==> config.mk <==
export PLATFORM = sky130hd
export DESIGN_NAME = qdsi_top
export DESIGN_NICKNAME = d
export VERILOG_FILES = /design/src/rtl/qdsi_pkg.sv /design/src/rtl/qdsi_chan_bank.sv /design/src/rtl/qdsi_top.sv
export SDC_FILE = /design/constraint.sdc
export NUM_CORES = 1
export LEC_CHECK = 0
export ABC_CLOCK_PERIOD_IN_PS = 2210
export BUFFER_PORTS_ARGS = -buffer_cell sky130_fd_sc_hd__buf_2
export CORE_MARGIN = 2
export CORE_UTILIZATION = 50
export CTS_BUF_LIST = sky130_fd_sc_hd__clkbuf_8
export DETAILED_ROUTE_END_ITERATION = 7
export PLACE_DENSITY = 0.77
export SLEW_MARGIN = 20
export SYNTH_ARGS = -nofsm -noshare
export SYNTH_HDL_FRONTEND = slang
export SYNTH_SLANG_ARGS = --single-unit
==> constraint.sdc <==
create_clock -name pclk -period 2.21 [get_ports pclk]
set_clock_uncertainty 0.1 [all_clocks]
set_input_delay 0.442 -clock pclk [delete_from_list [all_inputs] [get_ports pclk]]
set_output_delay 0.442 -clock pclk [all_outputs]
set_load 0.02 [all_outputs]
==> src/rtl/qdsi_pkg.sv <==
// constants, field layout and register map of the quad converter serial write port
// assumes a single pclk domain; the serial pins are sampled, never used as clocks
package qdsi_pkg;
  localparam int WORD_W = 16;
  localparam int CODE_W = 10;
  localparam int NUM_CH = 4;
  localparam int CNT_W = 5;
  localparam logic [CNT_W-1:0] LAST_BIT = 5'h0F;
  // word fields
  localparam int CH_HI = 15;
  localparam int CH_LO = 14;
  localparam int MODE_HI = 13;
  localparam int MODE_LO = 12;
  localparam int PD_HI = 11;
  localparam int PD_LO = 10;
  localparam int DATA_HI = 9;
  localparam int DATA_LO = 0;
  // mode field codes
  localparam logic [1:0] MODE_SINGLE = 2'h0;
  localparam logic [1:0] MODE_ALL = 2'h1;
  localparam logic [1:0] MODE_PDOWN = 2'h2;
  localparam logic [1:0] MODE_RSVD = 2'h3;
  // power-down terminations; active means outputs driven normally
  localparam logic [1:0] PD_ACTIVE = 2'h0;
  localparam logic [1:0] PD_1K = 2'h1;
  localparam logic [1:0] PD_100K = 2'h2;
  localparam logic [1:0] PD_HIZ = 2'h3;
  // apb register map (byte addresses)
  localparam int ADDR_W = 12;
  localparam logic [ADDR_W-1:0] OFS_CTRL = 12'h000;
  localparam logic [ADDR_W-1:0] OFS_STATUS = 12'h004;
  localparam logic [ADDR_W-1:0] OFS_LAST_WORD = 12'h008;
  localparam logic [ADDR_W-1:0] OFS_CHAN_A = 12'h010;
  localparam logic [ADDR_W-1:0] OFS_CHAN_B = 12'h014;
  localparam logic [ADDR_W-1:0] OFS_CHAN_C = 12'h018;
  localparam logic [ADDR_W-1:0] OFS_CHAN_D = 12'h01C;
  // ctrl bit 0: link enable
  localparam int CTRL_EN_BIT = 0;
  localparam logic [31:0] CTRL_RST = 32'h0000_0001;
  // status bits
  localparam int ST_ABORT_BIT = 0;
  localparam int ST_BUSY_BIT = 1;
  localparam int ST_PD_LO = 2;
  localparam int ST_CNT_LO = 8;
  localparam int FRAME_CNT_W = 8;
  typedef enum logic [1:0] {QDSI_IDLE, QDSI_SHIFT, QDSI_DONE} qdsi_state_t;
endpackage : qdsi_pkg

==> src/rtl/qdsi_chan_bank.sv <==
// four channel code registers with registered outputs
// assumes write enables and code come from logic on the same clock
`timescale 1ns/1ps
module qdsi_chan_bank
  import qdsi_pkg::*;
#(
  parameter int CW = CODE_W,
  parameter int NCH = NUM_CH
) (
  input wire logic pclk,
  input wire logic presetn,
  input wire logic [NCH-1:0] wr_en,
  input wire logic [CW-1:0] wr_code,
  output logic [NCH-1:0][CW-1:0] codes
);
  logic [NCH-1:0][CW-1:0] codes_r;
  logic [NCH-1:0][CW-1:0] codes_nxt;

  // each enabled channel takes the new code, others hold
  always_comb begin
    for (int i = 0; i < NCH; i++) begin
      codes_nxt[i] = wr_en[i] ? wr_code : codes_r[i];
    end
  end

  // outputs start at zero code
  always_ff @(posedge pclk or negedge presetn) begin
    if (!presetn) begin
      codes_r <= '0;
    end else begin
      codes_r <= codes_nxt;
    end
  end

  assign codes = codes_r;
endmodule : qdsi_chan_bank

==> src/rtl/qdsi_top.sv <==
// serial write port and update control of a quad 10-bit converter, with apb status and control
// assumes sclk, sync_n and din are asynchronous pins much slower than pclk (at least 4 pclk per half sclk)
//
// Implementation choices: the APB interface to the registers and the address map.
`timescale 1ns/1ps
module qdsi_top
  import qdsi_pkg::*;
(
  input wire logic pclk,
  input wire logic presetn,
  input wire logic psel,
  input wire logic penable,
  input wire logic pwrite,
  input wire logic [ADDR_W-1:0] paddr,
  input wire logic [31:0] pwdata,
  output logic [31:0] prdata,
  output logic pready,
  output logic pslverr,
  input wire logic sclk,
  input wire logic sync_n,
  input wire logic din,
  output logic [CODE_W-1:0] channel_a_output,
  output logic [CODE_W-1:0] channel_b_output,
  output logic [CODE_W-1:0] channel_c_output,
  output logic [CODE_W-1:0] channel_d_output,
  output logic [1:0] pd_mode,
  output logic update_pulse
);
  // pin synchronisers: stage 1 feeds stage 2 only
  logic [2:0] pin_s1_r;
  logic [2:0] pin_s2_r;
  logic sclk_s3_r;
  logic sclk_s2;
  logic sync_n_s2;
  logic din_s2;

  always_ff @(posedge pclk or negedge presetn) begin
    if (!presetn) begin
      pin_s1_r <= 3'h3;
      pin_s2_r <= 3'h3;
      sclk_s3_r <= 1'b1; // idle level, so no false edge follows reset
    end else begin
      pin_s1_r <= {din, sync_n, sclk};
      pin_s2_r <= pin_s1_r;
      sclk_s3_r <= pin_s2_r[0];
    end
  end

  assign sclk_s2 = pin_s2_r[0];
  assign sync_n_s2 = pin_s2_r[1];
  assign din_s2 = pin_s2_r[2];

  logic sclk_fall;
  logic frame_low;
  assign sclk_fall = sclk_s3_r & ~sclk_s2;
  assign frame_low = ~sync_n_s2;

  // channel index to one-hot enable
  function automatic logic [NUM_CH-1:0] ch_onehot(input logic [1:0] ch);
    logic [NUM_CH-1:0] oh;
    oh = '0;
    oh[ch] = 1'b1;
    return oh;
  endfunction : ch_onehot

  // frame state
  qdsi_state_t state_r;
  qdsi_state_t state_nxt;
  logic [CNT_W-1:0] cnt_r;
  logic [CNT_W-1:0] cnt_nxt;
  logic [WORD_W-1:0] shreg_r;
  logic [WORD_W-1:0] shreg_nxt;
  logic [WORD_W-1:0] last_word_r;
  logic [WORD_W-1:0] last_word_nxt;
  logic [1:0] pd_r;
  logic [1:0] pd_nxt;
  logic upd_r;
  logic upd_nxt;
  logic abort_ev;
  logic apply_ev;
  logic [WORD_W-1:0] word_in;
  logic [NUM_CH-1:0] ch_wr;
  logic [CODE_W-1:0] ch_code;
  logic link_en;

  // full word as it stands after the current bit, msb first
  assign word_in = {shreg_r[WORD_W-2:0], din_s2};

  always_comb begin
    state_nxt = state_r;
    cnt_nxt = cnt_r;
    shreg_nxt = shreg_r;
    abort_ev = 1'b0;
    apply_ev = 1'b0;
    unique case (state_r)
      QDSI_IDLE: begin
        // clock activity with select high never reaches the shifter
        if (frame_low && link_en) begin
          state_nxt = QDSI_SHIFT;
          cnt_nxt = '0;
        end
      end
      QDSI_SHIFT: begin
        if (!frame_low) begin
          abort_ev = 1'b1;
          state_nxt = QDSI_IDLE;
        end else if (sclk_fall) begin
          shreg_nxt = word_in;
          cnt_nxt = cnt_r + 5'h01;
          if (cnt_r == LAST_BIT) begin
            apply_ev = 1'b1;
            state_nxt = QDSI_DONE;
          end
        end
      end
      QDSI_DONE: begin
        // extra clocks after the sixteenth are ignored until select rises
        if (!frame_low) begin
          state_nxt = QDSI_IDLE;
        end
      end
      default: begin
        state_nxt = QDSI_IDLE; // unused code falls back to idle
      end
    endcase
  end

  // decode of a completed word
  always_comb begin
    ch_wr = '0;
    ch_code = word_in[DATA_HI:DATA_LO];
    pd_nxt = pd_r;
    last_word_nxt = last_word_r;
    upd_nxt = 1'b0;
    if (apply_ev) begin
      last_word_nxt = word_in;
      unique case (word_in[MODE_HI:MODE_LO])
        MODE_SINGLE: begin
          ch_wr = ch_onehot(word_in[CH_HI:CH_LO]);
          pd_nxt = PD_ACTIVE;
          upd_nxt = 1'b1;
        end
        MODE_ALL: begin
          ch_wr = '1;
          pd_nxt = PD_ACTIVE;
          upd_nxt = 1'b1;
        end
        MODE_PDOWN: begin
          // codes kept so waking restores the earlier codes of channels not written
          pd_nxt = (word_in[PD_HI:PD_LO] == PD_ACTIVE) ? PD_HIZ : word_in[PD_HI:PD_LO];
          upd_nxt = 1'b1;
        end
        MODE_RSVD: begin
          upd_nxt = 1'b0;
        end
      endcase
    end
  end

  always_ff @(posedge pclk or negedge presetn) begin
    if (!presetn) begin
      state_r <= QDSI_IDLE;
      cnt_r <= '0;
      shreg_r <= '0;
      last_word_r <= '0;
      pd_r <= PD_ACTIVE;
      upd_r <= 1'b0;
    end else begin
      state_r <= state_nxt;
      cnt_r <= cnt_nxt;
      shreg_r <= shreg_nxt;
      last_word_r <= last_word_nxt;
      pd_r <= pd_nxt;
      upd_r <= upd_nxt;
    end
  end

  logic [NUM_CH-1:0][CODE_W-1:0] codes;

  // codes change only on an applied word, so an abort leaves them intact
  qdsi_chan_bank #(
    .CW(CODE_W),
    .NCH(NUM_CH)
  ) u_bank (
    .pclk(pclk),
    .presetn(presetn),
    .wr_en(ch_wr),
    .wr_code(ch_code),
    .codes(codes)
  );

  assign channel_a_output = codes[0];
  assign channel_b_output = codes[1];
  assign channel_c_output = codes[2];
  assign channel_d_output = codes[3];
  assign pd_mode = pd_r;
  assign update_pulse = upd_r;

  // apb slave: zero wait, read data latched in the setup cycle
  logic [31:0] ctrl_r;
  logic [31:0] ctrl_nxt;
  logic abort_r;
  logic abort_nxt;
  logic [FRAME_CNT_W-1:0] frames_r;
  logic [FRAME_CNT_W-1:0] frames_nxt;
  logic [31:0] prdata_r;
  logic [31:0] prdata_nxt;
  logic pslverr_r;
  logic pslverr_nxt;
  logic wr_acc;
  logic setup;
  logic [31:0] status_w;

  assign wr_acc = psel & penable & pwrite;
  assign setup = psel & ~penable;
  assign link_en = ctrl_r[CTRL_EN_BIT];

  always_comb begin
    status_w = '0;
    status_w[ST_ABORT_BIT] = abort_r;
    status_w[ST_BUSY_BIT] = (state_r != QDSI_IDLE);
    status_w[ST_PD_LO +: 2] = pd_r;
    status_w[ST_CNT_LO +: FRAME_CNT_W] = frames_r;
  end

  always_comb begin
    ctrl_nxt = ctrl_r;
    abort_nxt = abort_r;
    frames_nxt = frames_r;
    prdata_nxt = prdata_r;
    pslverr_nxt = pslverr_r;
    if (wr_acc && paddr == OFS_CTRL) begin
      ctrl_nxt = {31'h0000_0000, pwdata[CTRL_EN_BIT]};
    end
    // write one to clear; a new abort in the same cycle wins
    if (wr_acc && paddr == OFS_STATUS && pwdata[ST_ABORT_BIT]) begin
      abort_nxt = 1'b0;
    end
    if (abort_ev) begin
      abort_nxt = 1'b1;
    end
    if (apply_ev) begin
      frames_nxt = frames_r + 8'h01;
    end
    if (setup) begin
      pslverr_nxt = 1'b0;
      unique case (paddr)
        OFS_CTRL: prdata_nxt = ctrl_r;
        OFS_STATUS: prdata_nxt = status_w;
        OFS_LAST_WORD: prdata_nxt = {16'h0000, last_word_r};
        OFS_CHAN_A: prdata_nxt = {22'h00_0000, codes[0]};
        OFS_CHAN_B: prdata_nxt = {22'h00_0000, codes[1]};
        OFS_CHAN_C: prdata_nxt = {22'h00_0000, codes[2]};
        OFS_CHAN_D: prdata_nxt = {22'h00_0000, codes[3]};
        default: begin
          prdata_nxt = 32'h0000_0000;
          pslverr_nxt = 1'b1;
        end
      endcase
    end
  end

  always_ff @(posedge pclk or negedge presetn) begin
    if (!presetn) begin
      ctrl_r <= CTRL_RST;
      abort_r <= 1'b0;
      frames_r <= '0;
      prdata_r <= '0;
      pslverr_r <= 1'b0;
    end else begin
      ctrl_r <= ctrl_nxt;
      abort_r <= abort_nxt;
      frames_r <= frames_nxt;
      prdata_r <= prdata_nxt;
      pslverr_r <= pslverr_nxt;
    end
  end

  assign prdata = prdata_r;
  assign pready = 1'b1;
  assign pslverr = pslverr_r & psel & penable;
endmodule : qdsi_top

Yosys cells after proc, flatten, opt, wreduce, memory -nomap -nowiden
Index checks and enable logic that the tools add are counted.
{ "op_classes": {"n_reduce_logical": 20, "muxes": 28, "n_eq_ne": 18, "addsub": 2, "bitwise_logic": 9, "n_lt_le_gt_ge": 2} }
{ "ops": {"columns": ["cell", "count"], "rows": [
  ["16-bit one-hot mux with 7 select lines", 1],
  ["12-bit by 5-bit == test with 1-bit output (second input constant)", 4],
  ["5-bit 2-to-1 mux", 3],
  ["12-bit by 3-bit == test with 1-bit output (second input constant)", 1],
  ["12-bit by 4-bit == test with 1-bit output (second input constant)", 1],
  ["12-bit zero test", 1],
  ["2-bit 2-to-1 mux", 6],
  ["1-bit 2-to-1 mux", 11],
  ["5-bit one-hot mux with 2 select lines", 1],
  ["8-bit by 1-bit adder with 8-bit output (second input constant)", 1],
  ["2-bit inequality test (second input constant)", 4],
  ["4-bit one-hot mux with 2 select lines", 1],
  ["4-bit AND reduction", 2],
  ["2-bit nonzero test", 4],
  ["7-bit OR reduction", 1],
  ["1-bit bitwise AND", 6],
  ["2-bit == test (second input constant)", 3],
  ["2-bit zero test", 3],
  ["3-bit inequality test (second input constant)", 2],
  ["2-bit one-hot mux with 3 select lines", 1],
  ["5-bit by 1-bit adder with 5-bit output (second input constant)", 1],
  ["5-bit by 4-bit == test with 1-bit output (second input constant)", 1],
  ["1-bit logical AND", 5],
  ["2-bit by 1-bit == test with 1-bit output (second input constant)", 2],
  ["11 further kinds", 13]
]} }
{ "word_totals": {"out_inout_bits": 77, "reg_bits": 131, "input_bits": 52, "elab_cells": 97} }

Depth between registers and ports, before layout
{ "depth": {"word_depth": 6, "depth_mapped": 9, "depth_no_buf": 7} }

By module
From an unflattened synthesis, not the netlist that was laid out.
{ "unflattened": {"cells_unflattened": 451, "hier_area_um2": 5472.7} }
{ "by_module_without_submodules": {"columns": ["module", "area_per_inst_um2", "cells_each", "instances"], "rows": [
  ["qdsi_top", 3826.2, 367, 1],
  ["qdsi_chan_bank", 1646.6, 84, 1]
]} }

Least setup slack after synthesis
OpenSTA, ideal clock, no wires.
{ "synth_path": {"kind": "register to register", "start": "register cnt_r[0]", "end": "register u_bank.codes_r, in the netlist u_bank.codes[10]", "arrival_ns": 2.016, "path_slack_ns": -0.031, "path_buffers": 2, "stages_incl_launch_ff": 10, "cell_sequence": "dfrtp_1 ha_1 and3_1 ha_1 and3b_1 nand2b_4 buf_6 or3_1 buf_6 mux2_4"} }
{ "synth_between": {"elab_chain_cells": 6} }
{ "synth_lines": {"columns": ["item", "line", "text"], "rows": [
  ["from (decl)", "qdsi_top.sv:69", "logic [CNT_W-1:0] cnt_r;"],
  ["from (signal assigned)", "qdsi_top.sv:170", "cnt_r <= cnt_nxt;"],
  ["5-bit by 4-bit == test with 1-bit output", "qdsi_top.sv:110", "if (cnt_r == LAST_BIT) begin"],
  ["1-bit 2-to-1 mux", "qdsi_top.sv:110", null],
  ["1-bit 2-to-1 mux", "qdsi_top.sv:107", "end else if (sclk_fall) begin"],
  ["1-bit 2-to-1 mux", "qdsi_top.sv:104", "if (!frame_low) begin"],
  ["1-bit 2-to-1 mux", "qdsi_top.sv:95", "unique case (state_r)"],
  ["4-bit 2-to-1 mux", "qdsi_top.sv:135", "if (apply_ev) begin"],
  ["to (signal assigned)", "qdsi_chan_bank.sv:31", "codes_r <= codes_nxt;"],
  ["to (decl)", "qdsi_chan_bank.sv:16", "logic [NCH-1:0][CW-1:0] codes_r;"]
]} }
No other way between the ends.
A chain may end at the register's enable or synchronous reset.

Worst setup path in the final report
{ "layout_path": {"start": "register cnt_r[1]", "end": "register u_bank.codes_r, in the netlist u_bank.codes[33]"} }
The elaborated chain is that of the path after synthesis.

==> flow_summary_export.csv <==
group,metric,value,unit
run_status,status,"finished, violations left",
run_status,violations,"hold timing, setup timing",
synthesis,synth_warnings,0,
hold_path,hp-class,"in -> async",
global_routing,grt_max_degree,116,
sta,rsz0062_at_grt,"yes",
layout,post-route-util,63.9,%
layout,mostFrequentLayoutCell,"dfrtp_1",
layout,syn_to_final_growth,24.7,%
clock_tree,cts_max_path_buffers,2,
synthesis,syn_inst,442,
synthesis,syn_area_per_cell,11.9,um^2
layout,drive_gt1_share,39.5,%
global_routing,grt_pass1_wl,21000,um
worst_setup_path,crit_required,2.43,ns
synthesis,synthArstFlopShare,100,%
synthesis,synth_edf_count,0,
placement,placed_area,5880,um^2
job,drv_cap,0,
floorplanning,die_height,106,um
synthesis,synth-seq-area-share,55.0,%
sta,max-slew-margin-rel,41.5,%
sta,setup_violations,30,
clock_tree,cts_sinks,115,
synthesis,synthFlopType,"dfrtp_1",
power,vdd_drop_max,0.342,mV
placement,numPlacedInstances,660,
layout,mostFrequentLayoutCells,"dfrtp_1 (109), buf_2 (79), nand2_1 (74)",
global_routing,antenna_found_initial,0,
worst_setup_path,crit_path_end_kind,"register",
layout,stdcell_area,6530,um^2
clock_tree,cts_root_buf,"clkbuf_8",
worst_setup_path,arrival,2.50,ns
sta,hold_ws,-0.0586,ns
layout,antenna_cells,0,
placement,io_buffers,80,
placement,dp_hpwl,8190,um
clock_tree,insertion_delay,0.43,ns
routing,drt_wl_total,13100,um
worst_setup_path,crit_fanout,5,
routing,drt_iter0_markers,250,
worst_setup_path,path_class,"reg -> reg",
floorplanning,num_io_pins,129,
synthesis,synth-seq-cells,115,
sta,fin_tns_setup,-1.16,ns
floorplanning,rows,37,
power,powerDensity,680,nW/um^2
layout,num-nets-final,607,
sta,worstMarginPinSlew,0.875,ns
clock_tree,h-tree-depth,4,
routing,wire_per_inst,18.7,um
synthesis,ys_types,53,
floorplanning,core_area,10200,um^2
floorplanning,floorplan.initialDensity,51.2,%
placement,gp_congestion,0.832,
routing,ant_nets,0,
floorplanning,fp.dieArea,11300,um^2
clock_tree,path_clk_slew,0.07,ns
clock_tree,cts_tree,"yes",
routing,dr.pass1.iters,5,
worst_setup_path,crit_path_start_kind,"register",
global_routing,grtUsageTotal,24.5,%
sta,finalCritPeriodShare,103,%
layout,stdcell_count,701,
sta,maxSlewViolCount,0,
sta,max_freq,438,MHz
routing,drc,0,
global_routing,grt_pass1_vias,4001,
routing,vias_per_cell,5.63,
routing,num_vias,3947,
sta,setup_ws,-0.0712,ns
floorplanning,die_w,106,um
sta,min_period,2.28,ns
power,p_leak,3.39,nW
synthesis,netlist_area,5240,um^2
sta,hold_viol_final,21,
global_routing,overflow,0,
clock_tree,cts_inserted_buffers,17,
==> critical path, stage by stage, from the launching register on <==
cell	delay (ns)
dfrtp_1	0.36
ha_2	0.19
and3_4	0.21
ha_4	0.13
and3b_2	0.21
nand2b_4	0.09
buf_12	0.14
nor3_4	0.21
buf_6	0.20
mux2_4	0.33
==> metrics by stage <==
stage | setup slack, ns | power, mW
CTS | -0.0197 | 4.45
floorplan | -0.0166 | 2.26
global placement | -0.00959 | 2.32
detailed placement | -0.0458 | 2.32
global route | -0.133 | 4.60
finish | -0.0712 | 4.44
==> registers in the layout (all words and copies together), names as in the netlist, 2 cells and up <==
register and cells:
u_bank.codes 40, last_word_r 16, prdata 16, shreg_r 15, frames_r 8, cnt_r 5, pin_s1_r 3, pin_s2_r 3
pd_mode 2, state_r 2
==> cell usage after synthesis, drive strengths merged (2+ instances only) <==
master | count | area share, %
o211ai | 2 | 0.29
a22oi | 6 | 0.86
or3b | 2 | 0.38
a22o | 2 | 0.33
clkbuf | 12 | 0.86
a221oi | 2 | 0.33
conb | 2 | 0.14
or3 | 4 | 0.48
inv | 7 | 0.50
nor2 | 11 | 0.79
xor2 | 2 | 0.33
o21ai | 24 | 2.3
o31ai | 3 | 0.43
and3 | 7 | 0.84
dfstp | 6 | 3.0
nand2b | 4 | 0.62
nor2b | 4 | 0.48
nand3b | 2 | 0.29
mux2i | 8 | 1.5
o21a | 2 | 0.29
buf | 26 | 3.6
nand4 | 4 | 0.48
xnor2 | 6 | 1.0
mux2 | 55 | 13
nor3 | 6 | 1.0
nor4 | 3 | 0.36
nand2 | 74 | 5.3
dfrtp | 109 | 52
a21oi | 12 | 1.1
ha | 3 | 0.72
mux4 | 6 | 2.6
and3b | 3 | 0.50
nand3 | 10 | 0.95
==> routing by layer <==
layer | part of all wire [%] | up-vias | track usage (%)
met4 | 3.4 | 0 | 11.6
li1 | - | 1742 | -
met5 | 0 | - | 0
met3 | 8.3 | 49 | 5.95
met1 | 42 | 1940 | 32.8
met2 | 46 | 216 | 37.9
==> final timing paths <==
check / from / to / slack, ns / cells past startpoint
worst max-delay path: cnt_r[1] / u_bank.codes[33] / -0.07 / 9
worst min-delay path: presetn / cnt_r[1] / -0.06 / 2
worst max register to register: cnt_r[1] / u_bank.codes[33] / -0.07 / 9
worst min register to register: pin_s1_r[2] / pin_s2_r[2] / 0.26 / 0
max in group asynchronous: presetn / u_bank.codes[0] / 1.54 / 2
min in group pclk: din / pin_s1_r[2] / 0.02 / 1
==> logic make-up (layout without fill, tap and decap cells) <==
family          count (synthesis)  in the layout  share of synthesized area, %
mux                            69             69                          17.4
fa+ha+maj                       3              3                         0.716
buf+inv                        46            154                          5.01
other cells                     2             17                         0.143
simple gates                  139            139                          13.2
flops                         115            115                          55.0
compound gates                 60             60                          7.14
xor+xnor                        8              8                          1.34
==> cell type report <==
cell class                      instances  area, um^2
Timing Repair Buffer                  114         743
Fill cell                             768        3700
Tap cell                              136         170
Sequential cell                       115        2890
Clock buffer                           19         262
Clock inverter                         13         183
Multi-Input combinational cell        296        2260
Inverter                                8        30.0
==> repair_timing <==
item | 4_1_cts | 5_1_grt
hold endpoints to repair | 2 | 0
endpoints found under the setup margin | 39 | 42
setup buffers | 5 | 2
hold buffers | 2 | 0
resized for setup | 12 | 23
cloned | 2 | 0
pin swaps | 6 | 3
==> power by group <==
part           switching, mW  total [mW]  leakage (nW)  internal [mW]
Combinational          0.122       0.166          1.61         0.0443
Clock                  0.869        2.15         0.208           1.28
Sequential           0.00609        2.12          1.58           2.12
Total                  0.997        4.44          3.39           3.44
Note: power is estimated with default switching activity, not from simulation.
